===== config.mk =====
export PLATFORM = sky130hd
export DESIGN_NAME = alarm_config_core
export DESIGN_NICKNAME = d
export VERILOG_FILES = /design/src/shared/alarm_pkg.sv /design/src/core/violation_counter_mem.sv /design/src/core/alarm_config_core.sv
export VERILOG_INCLUDE_DIRS = /design/src /design/src/shared
export SDC_FILE = /design/constraint.sdc
export NUM_CORES = 1
export LEC_CHECK = 0
export BUFFER_PORTS_ARGS = -buffer_cell sky130_fd_sc_hd__clkbuf_2
export CELL_PAD_IN_SITES_DETAIL_PLACEMENT = 0
export CELL_PAD_IN_SITES_GLOBAL_PLACEMENT = 1
export CORE_UTILIZATION = 35
export CTS_BUF_LIST = sky130_fd_sc_hd__clkbuf_8
export DETAILED_ROUTE_END_ITERATION = 10
export PLACE_DENSITY_LB_ADDON = 0.1
export SYNTH_ARGS = -nofsm -noshare
export SYNTH_HDL_FRONTEND = slang
export SYNTH_HIERARCHICAL = 1
export SYNTH_SLANG_ARGS = --single-unit

===== constraint.sdc =====
create_clock -name clk_in -period 5.99 [get_ports clk_in]
set_input_delay 0.8985 -clock clk_in [delete_from_list [all_inputs] [get_ports clk_in]]
set_output_delay 0.8985 -clock clk_in [all_outputs]
set_load 0.01 [all_outputs]

===== src/shared/alarm_cfg.svh =====
// Purpose: offsets, field positions, reset values for the channel and alarm configuration block
// Assumes: 8-bit register port addressed by byte offset
// Notes: included by the core
`ifndef ALARM_CFG_SVH
`define ALARM_CFG_SVH
`define FILTER_CFG_ADDR      8'h11
`define PIN_FUNC_ADDR        8'h12
`define SEL_LOW_ADDR         8'h13
`define SEL_MID_ADDR         8'h14
`define SEL_HIGH_ADDR        8'h15
`define FILTER_CFG_RESET     8'h70
`define PIN_FUNC_RESET       8'h00
`define SEL_RESET            8'h00
`define CH_FILT_MSB          7
`define CH_FILT_LSB          5
`define TEMP_FILT_MSB        4
`define TEMP_FILT_LSB        3
`define ALARM_IN_BIT         0
`define ALARM_OUT_BIT        1
`define TRIG_BIT             2
`define DAV_BIT              3
`define TEMP_SEL_BIT         5
`define NUM_INPUTS           21
`define TEMP_INDEX           21
`endif


===== src/shared/alarm_pkg.sv =====
// Purpose: types for the channel and alarm configuration block
// Assumes: nothing
// Notes: constants live in alarm_cfg.svh
package alarm_pkg;
  typedef enum logic [2:0] {
    SEQ_IDLE = 3'b001,
    SEQ_CONV = 3'b010,
    SEQ_NEXT = 3'b100
  } seq_state_t;
endpackage


===== src/core/violation_counter_mem.sv =====
// Purpose: per-channel consecutive violation counters
// Assumes: one read and one write per cycle
// Notes: read data registered
`timescale 1ns/10ps
`default_nettype none
module violation_counter_mem #(
  parameter int DEPTH = 22,
  parameter int WIDTH = 9,
  parameter int AW    = 5
) (
  // clock and reset
  input  wire logic             clk_in,
  input  wire logic             srst_in,
  // read side
  input  wire logic [AW-1:0]    raddr_in,
  output logic      [WIDTH-1:0] rdata_out,
  // write side
  input  wire logic             we_in,
  input  wire logic [AW-1:0]    waddr_in,
  input  wire logic [WIDTH-1:0] wdata_in
);
  logic [WIDTH-1:0] mem_q [DEPTH];

  always_ff @(posedge clk_in) begin
    if (srst_in) begin
      for (int i = 0; i < DEPTH; i++) mem_q[i] <= '0;
    end else if (we_in) begin
      mem_q[waddr_in] <= wdata_in;
    end
  end

  always_ff @(posedge clk_in) begin
    if (srst_in) rdata_out <= '0;
    else rdata_out <= mem_q[raddr_in];
  end
endmodule
`default_nettype wire


===== src/core/alarm_config_core.sv =====
// Purpose: input selection, sequencing, alarm filtering and shared pin steering
// Assumes: inputs synchronous to clk_in; register port is a simple strobed byte port
// Notes: Notes on behaviour listed below
// Notes on behaviour
// [RL1] an input alarm is raised only after N bad samples in a row, N = 1,4,8,...,256 by a 3-bit code.
// [RL2] a thermal alarm is raised only after N bad samples in a row, N = 1,2,4,8 by a 2-bit code.
// [RL3] pin function bit 1 turns shared pin 1 from general I/O into the alarm output.
// [RL4] pin function bit 0 turns shared pin 0 from general I/O into the alarm input.
// [RL5] pin function bit 2 turns shared pin 2 from general I/O into the conversion trigger input.
// [RL6] pin function bit 3 turns shared pin 3 from general I/O into the data valid output.
// [RL7] input n joins a conversion cycle when its select bit at 0x13, 0x14 or 0x15 is set.
// [RL8] inputs with a clear select bit are skipped, and all select bits reset to zero.
// [RL9] bit 5 at 0x15 puts the thermal sensor into the sequence.
// [RL10] the host keeps the reserved bits of the pin function and high select registers at zero.
// [RL11] the input filter field is bits 7-5 resetting to 011, the thermal field bits 4-3 resetting to 10.
// [RL12] direct mode runs the sequence once per trigger, auto mode repeats it from the first channel.
// [RL13] each channel has its own run counter, cleared by an in-range sample, alarming at N.
// [RL14] enabled channels go in ascending order, thermal last, and disabled ones take no slot.
`timescale 1ns/10ps
`default_nettype none
`include "alarm_cfg.svh"
module alarm_config_core
  import alarm_pkg::*;
#(
  parameter int NCH = 22
) (
  // clock and reset
  input  wire logic        clk_in,
  input  wire logic        srst_in,
  // register port
  input  wire logic [7:0]  reg_addr_in,
  input  wire logic        reg_wr_in,
  input  wire logic        reg_rd_in,
  input  wire logic [7:0]  reg_wdata_in,
  output logic      [7:0]  reg_rdata_out,
  // conversion control
  input  wire logic        conversion_sequence_style_in,
  input  wire logic        soft_trigger_in,
  output logic      [4:0]  conv_channel_out,
  output logic             conv_start_out,
  input  wire logic        conv_done_in,
  input  wire logic        conv_out_of_range_in,
  output logic             seq_busy_out,
  // alarm state
  output logic      [NCH-1:0] channel_alarm_out,
  // shared pins, general I/O side
  input  wire logic [3:0]  gpio_out_in,
  input  wire logic [3:0]  gpio_oe_in,
  output logic      [3:0]  gpio_in_out,
  // shared pins, pad side
  input  wire logic [3:0]  pin_in,
  output logic      [3:0]  pin_out,
  output logic      [3:0]  pin_oe_out,
  // alternate functions
  input  wire logic        alarm_source_in,
  input  wire logic        data_valid_indication_in,
  output logic             alarm_input_pin_out
);
  logic [7:0] filter_cfg_q;
  logic [7:0] pin_func_q;
  logic [7:0] sel_low_q;
  logic [7:0] sel_mid_q;
  logic [7:0] sel_high_q;
  logic [NCH-1:0] enable_mask;
  seq_state_t state_q;
  logic [4:0] chan_q;
  logic       repeat_q;
  logic [8:0] run_count;
  logic [8:0] run_next;
  logic [8:0] run_limit;
  logic       trig_fire;
  logic       trig_q;

  // register writes
  always_ff @(posedge clk_in) begin
    if (srst_in) begin
      filter_cfg_q <= `FILTER_CFG_RESET; // RL11
      pin_func_q   <= `PIN_FUNC_RESET;
      sel_low_q    <= `SEL_RESET; // RL8
      sel_mid_q    <= `SEL_RESET;
      sel_high_q   <= `SEL_RESET;
    end else if (reg_wr_in) begin
      case (reg_addr_in)
        `FILTER_CFG_ADDR: filter_cfg_q <= reg_wdata_in;
        `PIN_FUNC_ADDR:   pin_func_q   <= reg_wdata_in;
        `SEL_LOW_ADDR:    sel_low_q    <= reg_wdata_in;
        `SEL_MID_ADDR:    sel_mid_q    <= reg_wdata_in;
        `SEL_HIGH_ADDR:   sel_high_q   <= reg_wdata_in;
        default: ;
      endcase
    end
  end

  // register reads, registered
  always_ff @(posedge clk_in) begin
    if (srst_in) begin
      reg_rdata_out <= 8'h00;
    end else if (reg_rd_in) begin
      case (reg_addr_in)
        `FILTER_CFG_ADDR: reg_rdata_out <= filter_cfg_q;
        `PIN_FUNC_ADDR:   reg_rdata_out <= pin_func_q;
        `SEL_LOW_ADDR:    reg_rdata_out <= sel_low_q;
        `SEL_MID_ADDR:    reg_rdata_out <= sel_mid_q;
        `SEL_HIGH_ADDR:   reg_rdata_out <= sel_high_q;
        default:          reg_rdata_out <= 8'h00;
      endcase
    end
  end

  // channel enables, thermal on top
  assign enable_mask = {sel_high_q[`TEMP_SEL_BIT], sel_high_q[4:0],
                        sel_mid_q, sel_low_q}; // RL7 RL9

  // lowest enabled channel at or above cur, or NCH if none
  function automatic logic [4:0] next_enabled(input logic [NCH-1:0] m, input logic [5:0] cur);
    logic [4:0] r;
    r = 5'(NCH);
    for (int i = NCH - 1; i >= 0; i--) begin
      if (m[i] && (6'(i) >= cur)) r = 5'(i);
    end
    return r;
  endfunction

  // input N by code
  function automatic logic [8:0] ch_limit(input logic [2:0] c);
    return (c == 3'b000) ? 9'h001 : 9'(9'h002 << c); // RL1
  endfunction

  // thermal N by code
  function automatic logic [8:0] temp_limit(input logic [1:0] c);
    return 9'(9'h001 << c); // RL2
  endfunction

  // trigger: soft or shared pin 2 when steered
  assign trig_fire = soft_trigger_in |
                     (pin_func_q[`TRIG_BIT] & pin_in[2] & ~trig_q); // RL5

  // tracks the pad through reset as well, so a pin held high gives no false edge
  always_ff @(posedge clk_in) begin
    trig_q <= pin_in[2];
  end

  // sequencer
  always_ff @(posedge clk_in) begin
    if (srst_in) begin
      state_q  <= SEQ_IDLE;
      chan_q   <= 5'h00;
      repeat_q <= 1'b0;
    end else begin
      case (state_q)
        SEQ_IDLE: begin
          if (trig_fire || repeat_q) begin
            chan_q <= next_enabled(enable_mask, 6'h00); // RL14
            state_q <= (next_enabled(enable_mask, 6'h00) == 5'(NCH)) ? SEQ_IDLE : SEQ_CONV;
            repeat_q <= 1'b0;
          end
        end
        SEQ_CONV: begin
          if (conv_done_in) state_q <= SEQ_NEXT;
        end
        SEQ_NEXT: begin
          if (next_enabled(enable_mask, 6'(chan_q) + 6'h01) == 5'(NCH)) begin // RL8
            state_q  <= SEQ_IDLE;
            repeat_q <= conversion_sequence_style_in; // RL12
          end else begin
            chan_q  <= next_enabled(enable_mask, 6'(chan_q) + 6'h01); // RL14
            state_q <= SEQ_CONV;
          end
        end
        default: state_q <= SEQ_IDLE;
      endcase
    end
  end

  assign conv_channel_out = chan_q;
  assign seq_busy_out = (state_q != SEQ_IDLE);

  // one start pulse per slot
  always_ff @(posedge clk_in) begin
    if (srst_in) conv_start_out <= 1'b0;
    else conv_start_out <= (state_q != SEQ_CONV) &&
      ((state_q == SEQ_IDLE && (trig_fire || repeat_q) &&
        next_enabled(enable_mask, 6'h00) != 5'(NCH)) ||
       (state_q == SEQ_NEXT && next_enabled(enable_mask, 6'(chan_q) + 6'h01) != 5'(NCH)));
  end

  // run counters
  violation_counter_mem #(.DEPTH(NCH), .WIDTH(9), .AW(5)) counters (
    .clk_in    (clk_in),
    .srst_in   (srst_in),
    .raddr_in  (chan_q),
    .rdata_out (run_count),
    .we_in     (state_q == SEQ_CONV && conv_done_in),
    .waddr_in  (chan_q),
    .wdata_in  (run_next)
  );

  assign run_limit = (chan_q == 5'(`TEMP_INDEX)) ?
    temp_limit(filter_cfg_q[`TEMP_FILT_MSB:`TEMP_FILT_LSB]) :
    ch_limit(filter_cfg_q[`CH_FILT_MSB:`CH_FILT_LSB]);
  assign run_next = !conv_out_of_range_in ? 9'h000 :
                    (run_count >= run_limit) ? run_limit : run_count + 9'h001; // RL13

  // alarm flags follow the counters
  always_ff @(posedge clk_in) begin
    if (srst_in) begin
      channel_alarm_out <= '0;
    end else if (state_q == SEQ_CONV && conv_done_in) begin
      channel_alarm_out[chan_q] <= conv_out_of_range_in && (run_next >= run_limit); // RL1 RL2 RL13
    end
  end

  // shared pin steering
  always_ff @(posedge clk_in) begin
    if (srst_in) begin
      pin_out    <= 4'h0;
      pin_oe_out <= 4'h0;
    end else begin
      pin_out[0]    <= gpio_out_in[0];
      pin_oe_out[0] <= pin_func_q[`ALARM_IN_BIT] ? 1'b0 : gpio_oe_in[0]; // RL4
      pin_out[1]    <= pin_func_q[`ALARM_OUT_BIT] ? alarm_source_in : gpio_out_in[1]; // RL3
      pin_oe_out[1] <= pin_func_q[`ALARM_OUT_BIT] ? 1'b1 : gpio_oe_in[1];
      pin_out[2]    <= gpio_out_in[2];
      pin_oe_out[2] <= pin_func_q[`TRIG_BIT] ? 1'b0 : gpio_oe_in[2]; // RL5
      pin_out[3]    <= pin_func_q[`DAV_BIT] ? data_valid_indication_in : gpio_out_in[3]; // RL6
      pin_oe_out[3] <= pin_func_q[`DAV_BIT] ? 1'b1 : gpio_oe_in[3];
    end
  end

  assign gpio_in_out = pin_in;
  assign alarm_input_pin_out = pin_func_q[`ALARM_IN_BIT] & pin_in[0]; // RL4
endmodule
`default_nettype wire


==> impl_metrics.tcl, run 1 <==
set metrics [dict create \
    core_area_um2 52550 \
    p_int_w 0.004519 \
    final.fill_count 5013 \
    detailed_place_hpwl_mm 33.81 \
    grt_remaining_overflow 0 \
    grt_antenna_before_repair 1 \
    cts.clk_slew.worst_paths_ns 0.06 \
    maximum_number_of_pins_on_one_net_before_global_route_repair 63 \
    route.top_layer_used "met4" \
    async_flop_share_pct 0 \
    outcome "finished clean" \
    power-per-cell-area_nw_per_um2 287.6 \
    hold_path.startpoint "pin_in[2]" \
    detail_route.wirelength_mm 52.71 \
    design.die.area_um2 54140 \
    critPathCaptureType "flip-flop" \
    clock_network_fraction_of_total_power_pct 41.2 \
    antennaDiodeCount 0 \
    drc 0 \
    place.port_buffers 83 \
    synth_cell_types 91 \
    synth_enable_flop_cells 288 \
    post_syn_instances 1467 \
    critPathArrivalTime_ns 5.89 \
    cts-resized-gates 0 \
    critical_path_required_ns 6.45 \
    timing.clock.skew_ns 0.03085 \
    routed_via_density 5.307 \
    vdd.ir_drop.worst_v 0.0001358 \
    finalMaxSlewViolations 0 \
    number_of_global_route_vias_before_repair 12269 \
    synth_area_um2 18630 \
    postSynthNetCount 1529 \
    clock.fmax_mhz 184.1 \
    detail_route.first_pass.iterations 5 \
    power.leakage_nw 7.649 \
    worst_path_max_delay_cell "sky130_fd_sc_hd__o31ai_1" \
    critical_setup_path_kind "reg -> reg" \
    layout_setup_ws_ns 0.5596 \
    timing.final.crit_period_ns 5.430 \
    timing.critical_path.from "conv_channel_out[1]$_SDFFE_PP0P_" \
    cts.hold.buffers_added 0 \
    cts_root_buffer "sky130_fd_sc_hd__clkbuf_8" \
    worst_r2r_path_depth 26 \
    clockBufferDepth 3 \
    hold_path_class "in -> reg" \
    synth_top_cell_area_share_pct 46.43 \
    layout_worst_path_cycle_share_pct 90.66 \
    die_width_um 232.7 \
    power.share.sequential_pct 49.1 \
    layout.nets 1626 \
    yosys.area.top_type "sky130_fd_sc_hd__edfxtp_1" \
    routed-via-count 12190 \
    synthTopCellsByArea "sky130_fd_sc_hd__edfxtp_1 46%, sky130_fd_sc_hd__dfxtp_1 11%, sky130_fd_sc_hd__and2_1 7.0%" \
    setup_total_negative_slack_ns 0 \
    gp_congestion 0.7668 \
    tritoncts "built" \
    fin_total_pwr_w 0.006055 \
    dominantRegCellSynth "sky130_fd_sc_hd__edfxtp_1" \
    num_rows 84 \
    design.portCount 88 \
    drv_cap 0 \
    grt_setup_unrepaired "false" \
    remaining_antenna_violation_count 0 \
    hold_viol 0 \
    numCtsBuffers 73 \
    ys_seq_area_share_pct 56.96 \
    m1WireLength_mm 24.45 \
    final_layout_size_suffix_gt1_share_pct 19.08 \
    clkSinkCount 386 \
    post_synth.cell_area_avg_um2 12.70 \
    met3RoutedLength_mm 2.155 \
    final-setup-viol-count 0 \
    switching_share_pct 25.37 \
    post_cts.repair.setup_buffers 0 \
    comb_power_share_pct 9.7 \
    drt-wirelength-per-cell_um 22.95 \
    setup.worst_path.start_class "flip-flop" \
    worst_r2r_endpoint "channel_alarm_out[19]$_SDFFE_PP0P_" \
    grtUsageTotal_pct 19.77 \
    r2r_start "conv_channel_out[1]$_SDFFE_PP0P_" \
    cp_peak_stage_delay_ns 0.46 \
    drt_iter0_drc 961 \
    reg2reg_slack_ns 0.56 \
    start_util_pct 35.45 \
    pre_cts_ws_ns 0.5788 \
    wire_length_of_the_first_global_routing_pass_mm 78.96 \
    max_slew.worst_pin.slew_ns 0.9963 \
    timing.critical_path.to "channel_alarm_out[19]$_SDFFE_PP0P_" \
    worstPathMaxFanout 22 \
    dieHeight_um 232.7 \
    h-tree-depth 3 \
    clock_latency_ns 0.65 \
    timing.max_slew.rel_slack_pct 31.86 \
    met2_length_mm 24.86 \
    flow.area_growth_from_synthesis_pct 13.03 \
    final.hold.worst_slack_ns 0.3798 \
    p_sw_w 0.001536 \
    ys_ff_latch 386 \
    yosys_warnings 6 \
]
[worst max-delay path: cells and delay by family, from the launching register on]
kind                     cells  cell delay [ns]
multiplexers                 1             0.26
AO/OA/AOI/OAI               13             2.46
adder cells (fa/ha/maj)      3             0.80
flip-flops                   1             0.34
AND/OR/NAND/NOR              6             0.78
buffers and inverters        3             0.59
[synth_stat cells, types with 4 or more instances]
library cell and instances:
sky130_fd_sc_hd__inv_1 17, sky130_fd_sc_hd__a2bb2oi_1 4, sky130_fd_sc_hd__nand3b_1 4, sky130_fd_sc_hd__edfxtp_1 288, sky130_fd_sc_hd__ha_1 24, sky130_fd_sc_hd__o21ai_0 23
sky130_fd_sc_hd__nor4_1 7, sky130_fd_sc_hd__and2_1 209, sky130_fd_sc_hd__clkbuf_8 5, sky130_fd_sc_hd__o21bai_1 4, sky130_fd_sc_hd__nor3b_1 6, sky130_fd_sc_hd__a222oi_1 8
sky130_fd_sc_hd__nor2_1 110, sky130_fd_sc_hd__nor2b_1 13, sky130_fd_sc_hd__a221oi_1 8, sky130_fd_sc_hd__xor2_1 4, sky130_fd_sc_hd__a21oi_1 74, sky130_fd_sc_hd__mux4_2 26
sky130_fd_sc_hd__nand2b_1 12, sky130_fd_sc_hd__or2_2 24, sky130_fd_sc_hd__a21o_1 7, sky130_fd_sc_hd__clkbuf_1 58, sky130_fd_sc_hd__a311oi_1 24, sky130_fd_sc_hd__a211oi_1 16
sky130_fd_sc_hd__buf_6 11, sky130_fd_sc_hd__xnor2_1 5, sky130_fd_sc_hd__mux4_1 37, sky130_fd_sc_hd__a31oi_1 16, sky130_fd_sc_hd__a221o_1 9, sky130_fd_sc_hd__nand3_1 52
sky130_fd_sc_hd__o31ai_1 5, sky130_fd_sc_hd__nand2_1 79, sky130_fd_sc_hd__mux2i_1 42, sky130_fd_sc_hd__buf_4 10, sky130_fd_sc_hd__a22oi_1 17, sky130_fd_sc_hd__dfxtp_1 98
sky130_fd_sc_hd__nor3_1 9, sky130_fd_sc_hd__a21boi_0 4, sky130_fd_sc_hd__buf_2 7
[power by group through the flow]
stage / combinational, W / clock, W / sequential [W]
global route: 0.000638 / 0.00270 / 0.00298
global placement: 0.000598 / 0 / 0.00303
detailed placement: 0.000599 / 0 / 0.00303
finish: 0.000589 / 0.00249 / 0.00297
floorplan: 0.000364 / 0 / 0.00302
CTS: 0.000601 / 0.00258 / 0.00297
[registers in the layout, summed over array words and instances (netlist names), 8 cells and up]
| name | cells |
|---|---|
| reg_rdata_out | 8 |
| counters/rdata_out | 9 |
| sel_high_q | 8 |
| pin_func_q | 8 |
| sel_mid_q | 8 |
| counters/mem_q | 288 |
| channel_alarm_out | 22 |
| filter_cfg_q | 8 |
| sel_low_q | 8 |
[stage by stage]
stage	std cells	utilization, %	area (µm²)
global placement	2177	37.45	19680
detailed placement	2177	37.45	19680
CTS	2297	40.06	21050
finish	2297	40.06	21050
floorplan	1467	-	18630
global route	2297	40.06	21050
[per-layer routing]
| layer | up-vias | track usage [%] |
|---|---|---|
| li1 | 5740 | - |
| met1 | 6112 | 27.06 |
| met2 | 265 | 31.34 |
| met3 | 73 | 3.554 |
| met4 | 0 | 6.965 |
| met5 | - | 0 |
[worst min path at each step]
stage,to,slack (ns),cells after the start
floorplan,pin_oe_out[0]$_SDFF_PP0_,0.44,1
global placement,sel_high_q[7]$_SDFFE_PP0P_,0.45,2
detailed placement,sel_high_q[7]$_SDFFE_PP0P_,0.45,2
CTS,trig_q$_DFF_P_,0.31,1
global route,trig_q$_DFF_P_,0.35,1
finish,trig_q$_DFF_P_,0.38,1
[cell families (layout without fill, tap and decap cells)]
logic type                 Yosys count  after routing  share of synthesized area (%)
DFF                                386            386                          56.96
muxes                              109            109                          10.90
xor gates and xnor gates            10             10                         0.5710
AOI/OAI and AO/OA                  263            263                          10.07
buffers and inverters              118            260                          3.708
adders and majority gates           24             24                          1.612
and+or+nand+nor                    557            557                          16.18
[final cells by class]
cell class | instances | area, µm² | area share (%)
Multi-Input combinational cell | 963 | 7420 | 35.24
Timing Repair Buffer | 122 | 710.7 | 3.376
Clock buffer | 83 | 1142 | 5.426
Inverter | 18 | 67.56 | 0.3209
Sequential cell | 386 | 10620 | 50.44
Clock inverter | 37 | 232.7 | 1.105
Tap cell | 688 | 860.8 | 4.089
[cell usage in the layout (no fill, tap or decap), types with 4 or more instances in the layout]
master / Yosys / final
sky130_fd_sc_hd__edfxtp_1: 288 / 288
sky130_fd_sc_hd__and2_1: 209 / 209
sky130_fd_sc_hd__nor2_1: 110 / 110
sky130_fd_sc_hd__dfxtp_1: 98 / 94
sky130_fd_sc_hd__clkbuf_8: 5 / 83
sky130_fd_sc_hd__clkbuf_2: 0 / 82
sky130_fd_sc_hd__nand2_1: 79 / 79
sky130_fd_sc_hd__a21oi_1: 74 / 74
sky130_fd_sc_hd__nand3_1: 52 / 52
sky130_fd_sc_hd__mux2i_1: 42 / 42
sky130_fd_sc_hd__buf_4: 10 / 40
sky130_fd_sc_hd__inv_1: 17 / 39
sky130_fd_sc_hd__mux4_1: 37 / 37
sky130_fd_sc_hd__mux4_2: 26 / 26
sky130_fd_sc_hd__or2_2: 24 / 24
sky130_fd_sc_hd__a311oi_1: 24 / 24
sky130_fd_sc_hd__ha_1: 24 / 24
sky130_fd_sc_hd__o21ai_0: 23 / 22
sky130_fd_sc_hd__a22oi_1: 17 / 17
sky130_fd_sc_hd__a31oi_1: 16 / 16
sky130_fd_sc_hd__nor2b_1: 13 / 13
sky130_fd_sc_hd__nand2b_1: 12 / 12
sky130_fd_sc_hd__nor3_1: 9 / 9
sky130_fd_sc_hd__a211oi_1: 16 / 9
sky130_fd_sc_hd__a221o_1: 9 / 9
sky130_fd_sc_hd__a221oi_1: 8 / 8
sky130_fd_sc_hd__a222oi_1: 8 / 8
sky130_fd_sc_hd__a21o_1: 7 / 7
sky130_fd_sc_hd__a211oi_4: 0 / 7
sky130_fd_sc_hd__nor3b_1: 6 / 6
sky130_fd_sc_hd__nor4_1: 7 / 6
sky130_fd_sc_hd__clkinv_1: 0 / 6
sky130_fd_sc_hd__o31ai_1: 5 / 5
sky130_fd_sc_hd__xnor2_1: 5 / 5
sky130_fd_sc_hd__nand3b_1: 4 / 4
sky130_fd_sc_hd__xor2_1: 4 / 4
sky130_fd_sc_hd__a2bb2oi_1: 4 / 4
sky130_fd_sc_hd__o21bai_1: 4 / 4
sky130_fd_sc_hd__o21ai_1: 3 / 4
sky130_fd_sc_hd__a21boi_0: 4 / 4
(Power assumes the default switching activity.)
==> run 2: changes to the inputs <==
- GPL_TIMING_DRIVEN: default -> 0
==> run 2 against run 1 <==
Non-clock buffer count increased by 68. Final cell count increased by 3.2%. Maximum frequency decreased by 2.7%. Clock skew decreased by 0.011 ns. First-iteration DRC count increased by 1.6%. Via count increased by 3.5%. Register-to-register slack got worse by 0.15 ns. Combinational power increased by 11%. Setup slack got worse by 0.15 ns. Total power decreased by 2.5%. Largest cell class unchanged.
==> impl_metrics.tcl, run 2 (synthesis gave the netlist of run 1 again) <==
set metrics [dict create \
    largest_register_ffs 288 \
    dieHeight_um 232.7 \
    grt_remaining_overflow 0 \
    numCtsBuffers 70 \
    num_rows 84 \
    finalMaxSlewViolations 0 \
    grtUsageTotal_pct 21.10 \
    setup_total_negative_slack_ns 0 \
    drt-wirelength-per-cell_um 23.77 \
    routed_via_density 5.323 \
    worstPathMaxFanout 17 \
    max_slew.worst_pin.slew_ns 1.291 \
    vdd.ir_drop.worst_v 0.0001483 \
    outcome "finished clean" \
    cts_root_buffer "sky130_fd_sc_hd__clkbuf_8" \
    timing.max_slew.rel_slack_pct 13.76 \
    gp_congestion 0.8615 \
    wire_length_of_the_first_global_routing_pass_mm 82.69 \
    tritoncts "built" \
    detailed_place_hpwl_mm 39.77 \
    timing.final.crit_period_ns 5.584 \
    design.portCount 88 \
    layout.cells.most_common "sky130_fd_sc_hd__edfxtp_1" \
    drv_cap 0 \
    routed-via-count 12622 \
    largestRegisters "counters/mem_q x288, channel_alarm_out x22, counters/rdata_out x9" \
    clockBufferDepth 3 \
    final-setup-viol-count 0 \
    start_util_pct 35.45 \
    regMostFlops "counters/mem_q" \
    hold_viol 0 \
    grt_antenna_before_repair 3 \
    power-per-cell-area_nw_per_um2 276.5 \
    core_area_um2 52550 \
    critPathArrivalTime_ns 6.06 \
    h-tree-depth 3 \
    number_of_global_route_vias_before_repair 12632 \
    detail_route.first_pass.iterations 6 \
    die_width_um 232.7 \
    place_inst 2243 \
    critical_path_required_ns 6.47 \
    layoutNonFillerInstCount 2371 \
    clock.fmax_mhz 179.1 \
    place.port_buffers 83 \
    cts.clk_slew.worst_paths_ns 0.06 \
    finalCoreUtilization_pct 40.65 \
    design.die.area_um2 54140 \
    maximum_number_of_pins_on_one_net_before_global_route_repair 18 \
    clock_latency_ns 0.63 \
    drc 0 \
    detail_route.wirelength_mm 56.37 \
    drt_iter0_drc 976 \
    flow.area_growth_from_synthesis_pct 14.68 \
    critPathCaptureType "flip-flop" \
    final_layout_size_suffix_gt1_share_pct 18.74 \
    power.leakage_nw 7.763 \
    timing.clock.skew_ns 0.01961 \
    layout_worst_path_cycle_share_pct 93.22 \
    hold_path_class "in -> reg" \
    remaining_antenna_violation_count 0 \
    layout.nets 1691 \
    clkSinkCount 386 \
    setup.worst_path.start_class "flip-flop" \
    most-common-layout-cells "288 x sky130_fd_sc_hd__edfxtp_1, 208 x sky130_fd_sc_hd__and2_1, 110 x sky130_fd_sc_hd__nor2_1" \
    critical_setup_path_kind "reg -> reg" \
]
## run 2: cell types whose count changed in the layout (fill, tap and decap cells not counted), moves of 3 or more
cell                        before  now
sky130_fd_sc_hd__a211oi_2        0    3
sky130_fd_sc_hd__a211oi_4        7    4
sky130_fd_sc_hd__buf_1           0    3
sky130_fd_sc_hd__buf_12          0    3
sky130_fd_sc_hd__buf_2           0    7
sky130_fd_sc_hd__buf_4          40   13
sky130_fd_sc_hd__buf_6           0   15
sky130_fd_sc_hd__bufinv_16       3    0
sky130_fd_sc_hd__clkbuf_1        0   54
sky130_fd_sc_hd__clkbuf_4        0    4
sky130_fd_sc_hd__clkinv_1        6   13
sky130_fd_sc_hd__inv_1          39   43
## run 2: per-layer routing
metal / vias up / GRT usage, % / wire, µm
met2: 301 / 33.89 / 26620
met3: 102 / 4.608 / 2642
li1: 5895 / - / -
met4: 0 / 6.516 / 1492
met5: - / 0 / 0
met1: 6324 / 28.34 / 25620
## run 2: power breakdown
group          leakage (nW)  switching, W  internal [W]  total (W)
sequential             3.66     0.0000336       0.00295    0.00298
combinational          3.37      0.000430      0.000226   0.000656
clock                 0.730       0.00111       0.00116    0.00227
total                  7.76       0.00157       0.00434    0.00591
## run 2: metrics by stage
stage	hold WS (ns)	total power [W]	worst slack, ns	area (µm²)
after floorplan	0.4351	0.003388	0.2171	18630
after global placement	0.4438	0.003658	-2.559	19900
after detailed placement	0.4491	0.003684	-1.359	20020
after CTS	0.3548	0.005988	0.008790	21320
after global routing	0.3670	0.006148	-0.01877	21360
final	0.4175	0.005906	0.4062	21360
## run 2: area by class of cell
| cell class | instances | area [µm²] |
|---|---|---|
| Antenna cell | 2 | 5.005 |
| Buffer | 99 | 630.6 |
| Clock buffer | 76 | 1046 |
| Clock inverter | 48 | 202.7 |
| Fill cell | 5029 | 31190 |
| Inverter | 18 | 67.56 |
| Multi-Input combinational cell | 963 | 7428 |
| Sequential cell | 386 | 10620 |
| Tap cell | 688 | 860.8 |
| Timing Repair Buffer | 91 | 498.0 |
## run 2: path summary, 6_finish.rpt
check	from	to	slack [ns]	cells past startpoint
setup reg to reg	conv_channel_out[3]$_SDFFE_PP0P_	channel_alarm_out[17]$_SDFFE_PP0P_	0.41	23
hold / removal	pin_in[2]	trig_q$_DFF_P_	0.42	1
hold reg to reg	filter_cfg_q[1]$_SDFFE_PP0P_	filter_cfg_q[1]$_SDFFE_PP0P_	0.46	2
setup / recovery	conv_channel_out[3]$_SDFFE_PP0P_	channel_alarm_out[17]$_SDFFE_PP0P_	0.41	23
## run 2: worst max-delay path, cell delays in order, from the launching register on
cell and delay (ns):
sky130_fd_sc_hd__dfxtp_2 0.48, sky130_fd_sc_hd__buf_2 0.26, sky130_fd_sc_hd__nor2b_2 0.31, sky130_fd_sc_hd__nand3_4 0.19
sky130_fd_sc_hd__or3b_2 0.53, sky130_fd_sc_hd__ha_1 0.30, sky130_fd_sc_hd__a21o_1 0.16, sky130_fd_sc_hd__a21oi_1 0.14
sky130_fd_sc_hd__nor2b_1 0.06, sky130_fd_sc_hd__o21ai_0 0.16, sky130_fd_sc_hd__a21oi_1 0.10, sky130_fd_sc_hd__o41a_1 0.45
sky130_fd_sc_hd__mux2i_1 0.20, sky130_fd_sc_hd__and2_4 0.31, sky130_fd_sc_hd__ha_1 0.27, sky130_fd_sc_hd__a21o_1 0.16
sky130_fd_sc_hd__a21o_1 0.17, sky130_fd_sc_hd__a21oi_1 0.14, sky130_fd_sc_hd__nor2b_1 0.06, sky130_fd_sc_hd__o21ai_0 0.14
sky130_fd_sc_hd__a2111oi_0 0.12, sky130_fd_sc_hd__o21ai_1 0.32, sky130_fd_sc_hd__clkbuf_4 0.30, sky130_fd_sc_hd__a311oi_1 0.11
## run 2: timing repair
| action | CTS | global route |
|---|---|---|
| hold buffers | 0 | 0 |
| buffers inserted | 2 | 1 |
| pin swaps | 2 | 2 |
| endpoints found under the setup margin | 82 | 22 |
| resized for setup | 14 | 11 |
==> run 3: changes to the inputs <==
- CORE_ASPECT_RATIO: default -> 1.5
- CORE_MARGIN: default -> 5
- clock period: 5.99 -> 4.81 ns (I/O delays scaled with it)
==> run 3 against run 2 <==
Sequential share of layout area shrank 0.63 points. Clock-buffer cell count shrank 7. Largest power group unchanged. Final cell count shrank 0.21%. Highest routed layer unchanged. Sequential power grew 24%.
==> impl_metrics.tcl, run 3 (synthesis gave the netlist of run 1 again) <==
set metrics [dict create \
    die_width_um 198.4 \
    dieHeight_um 292.5 \
    maximum_number_of_pins_on_one_net_before_global_route_repair 20 \
    num_rows 103 \
    grtUsageTotal_pct 20.75 \
    p_sw_w 0.001922 \
    switching_share_pct 26.39 \
    crit_path_cell_trace "nor2b_4, nand3_4, or3b_4, ha_4, a21o_1, a21oi_2, nor2b_1, o21ai_1, a21oi_1, o41a_1, mux2_4, nand2_4, ha_4, nand2b_4, a21o_1, a21o_1, a21oi_2, nor2b_1, o21ai_1, a2111oi_2, o21ai_1, buf_6, clkbuf_16, a311oi_1" \
    cts.clk_slew.worst_paths_ns 0.06 \
    layout.nets 1698 \
    most-common-layout-cells "288 x sky130_fd_sc_hd__edfxtp_1, 208 x sky130_fd_sc_hd__and2_1, 109 x sky130_fd_sc_hd__nor2_1" \
    largest_register_ffs 288 \
    place.port_buffers 83 \
    setup.worst_path.start_class "flip-flop" \
    r2r_start "conv_channel_out[4]$_SDFFE_PP0P_" \
    layout.cells.most_common "sky130_fd_sc_hd__edfxtp_1" \
    power.leakage_nw 7.865 \
    remaining_antenna_violation_count 0 \
    hold_viol 0 \
    final-setup-viol-count 0 \
    clockBufferDepth 3 \
    core_area_um2 52710 \
    clkSinkCount 386 \
    final.fill_count 5046 \
    cts.hold.buffers_added 0 \
    flow.area_growth_from_synthesis_pct 16.24 \
    number_of_global_route_vias_before_repair 13247 \
    p_int_w 0.005363 \
    wire_length_of_the_first_global_routing_pass_mm 89.10 \
    outcome "finished clean" \
    cp_peak_stage_delay_ns 0.45 \
    drt-wirelength-per-cell_um 25.75 \
    routed_via_density 5.460 \
    cts_root_buffer "sky130_fd_sc_hd__clkbuf_8" \
    gp_congestion 0.9193 \
    timing.clock.skew_ns 0.02961 \
    timing.critical_path.from "conv_channel_out[4]$_SDFFE_PP0P_" \
    finalCoreUtilization_pct 41.08 \
    hold_path.startpoint "pin_in[2]" \
    worst_path_max_delay_cell "sky130_fd_sc_hd__or3b_4" \
    vdd.ir_drop.worst_v 0.0001652 \
    finalMaxSlewViolations 0 \
    hold_path_class "in -> reg" \
    grt_antenna_before_repair 1 \
    power-per-cell-area_nw_per_um2 336.5 \
    design.portCount 88 \
    h-tree-depth 2 \
    final_layout_size_suffix_gt1_share_pct 20.97 \
    cp_top_family "compound AO/OA/AOI/OAI gates" \
    routed-via-count 12919 \
    layoutNonFillerInstCount 2366 \
    critical_setup_path_kind "reg -> reg" \
    grt_remaining_overflow 0 \
    drt_iter0_drc 864 \
    clock_network_fraction_of_total_power_pct 36.5 \
    setup_total_negative_slack_ns 0 \
    detailed_place_hpwl_mm 42.77 \
    largestRegisters "counters/mem_q x288, channel_alarm_out x22, counters/rdata_out x9" \
    clock_latency_ns 0.65 \
    start_util_pct 35.34 \
    fin_total_pwr_w 0.007285 \
    grt_setup_unrepaired "true" \
    max_slew.worst_pin.slew_ns 1.235 \
    footprint_of_the_flip_flops_and_latches_um2 10630 \
    power.share.sequential_pct 50.8 \
    numCtsBuffers 59 \
    design.die.area_um2 58030 \
    detail_route.first_pass.iterations 5 \
    comb_power_share_pct 12.7 \
    detail_route.wirelength_mm 60.92 \
    place_inst 2233 \
    critPathArrivalTime_ns 5.16 \
    clock.fmax_mhz 212.7 \
    final.hold.worst_slack_ns 0.2334 \
    critical_path_required_ns 5.26 \
    drv_cap 0 \
    timing.final.crit_period_ns 4.702 \
    timing.max_slew.rel_slack_pct 17.04 \
    worstPathMaxFanout 7 \
    tritoncts "built" \
    regMostFlops "counters/mem_q" \
    critPathCaptureType "flip-flop" \
    drc 0 \
    layout_worst_path_cycle_share_pct 97.76 \
    area_occupied_by_multi_input_gates_um2 7625 \
    path_buf_inv 2 \
]
## run 3: cell count changes in the layout (fill, tap and decap cells not counted), sizes merged
cell	change
diode	-1
buf	+18
bufinv	+1
clkinvlp	-2
inv	-5
clkbuf	-7
clkinv	-3
## run 3: path summary, 6_finish.rpt
| kind | cells after the start | slack [ns] | endpoint |
|---|---|---|---|
| max reg2reg | 24 | 0.11 | channel_alarm_out[17]$_SDFFE_PP0P_ |
| min reg2reg | 2 | 0.46 | pin_func_q[7]$_SDFFE_PP0P_ |
| max | 24 | 0.11 | channel_alarm_out[17]$_SDFFE_PP0P_ |
| min | 1 | 0.23 | trig_q$_DFF_P_ |
## run 3: power by group through the flow
stage               Combinational [W]  Clock [W]  Sequential [W]
finish                       0.000928    0.00266         0.00370
global route                 0.000986    0.00290         0.00370
CTS                          0.000922    0.00274         0.00370
detailed placement           0.000808          0         0.00378
global placement             0.000800          0         0.00378
floorplan                    0.000478          0         0.00377
## run 3: through the flow
stage	worst slack (ns)	area, µm²
6_report	0.1080	21650
5_1_grt	-0.2076	21650
4_1_cts	-0.009128	21550
3_5_place_dp	-1.874	20010
3_3_place_gp	-1.878	19990
2_1_floorplan	0.006152	18720
## run 3: what timing repair did
item | CTS | global route
setup buffers | 26 | 1
setup endpoints to repair | 279 | 22
cloned | 2 | 0
gates resized for setup | 38 | 16
pin swaps | 21 | 10
## run 3: layout make-up
cell class              count  share of cell area [%]
clock inverters            39                  0.9073
clock buffers              69                   4.386
multi-input cells         963                   35.22
diodes                      1                 0.01156
flip-flops and latches    386                   49.09
plain buffers              94                   3.011
inverters                  18                  0.3236
repair buffers            114                   3.115
well taps                 682                   3.941
## run 3: metal layers
| layer | global-route usage (%) | vias to the layer above | share of wire, % |
|---|---|---|---|
| li1 | - | 5874 | - |
| met1 | 24.63 | 6531 | 39 |
| met2 | 38.14 | 390 | 53 |
| met3 | 2.451 | 124 | 4.1 |
| met4 | 7.831 | 0 | 4.2 |
| met5 | 0 | - | 0 |
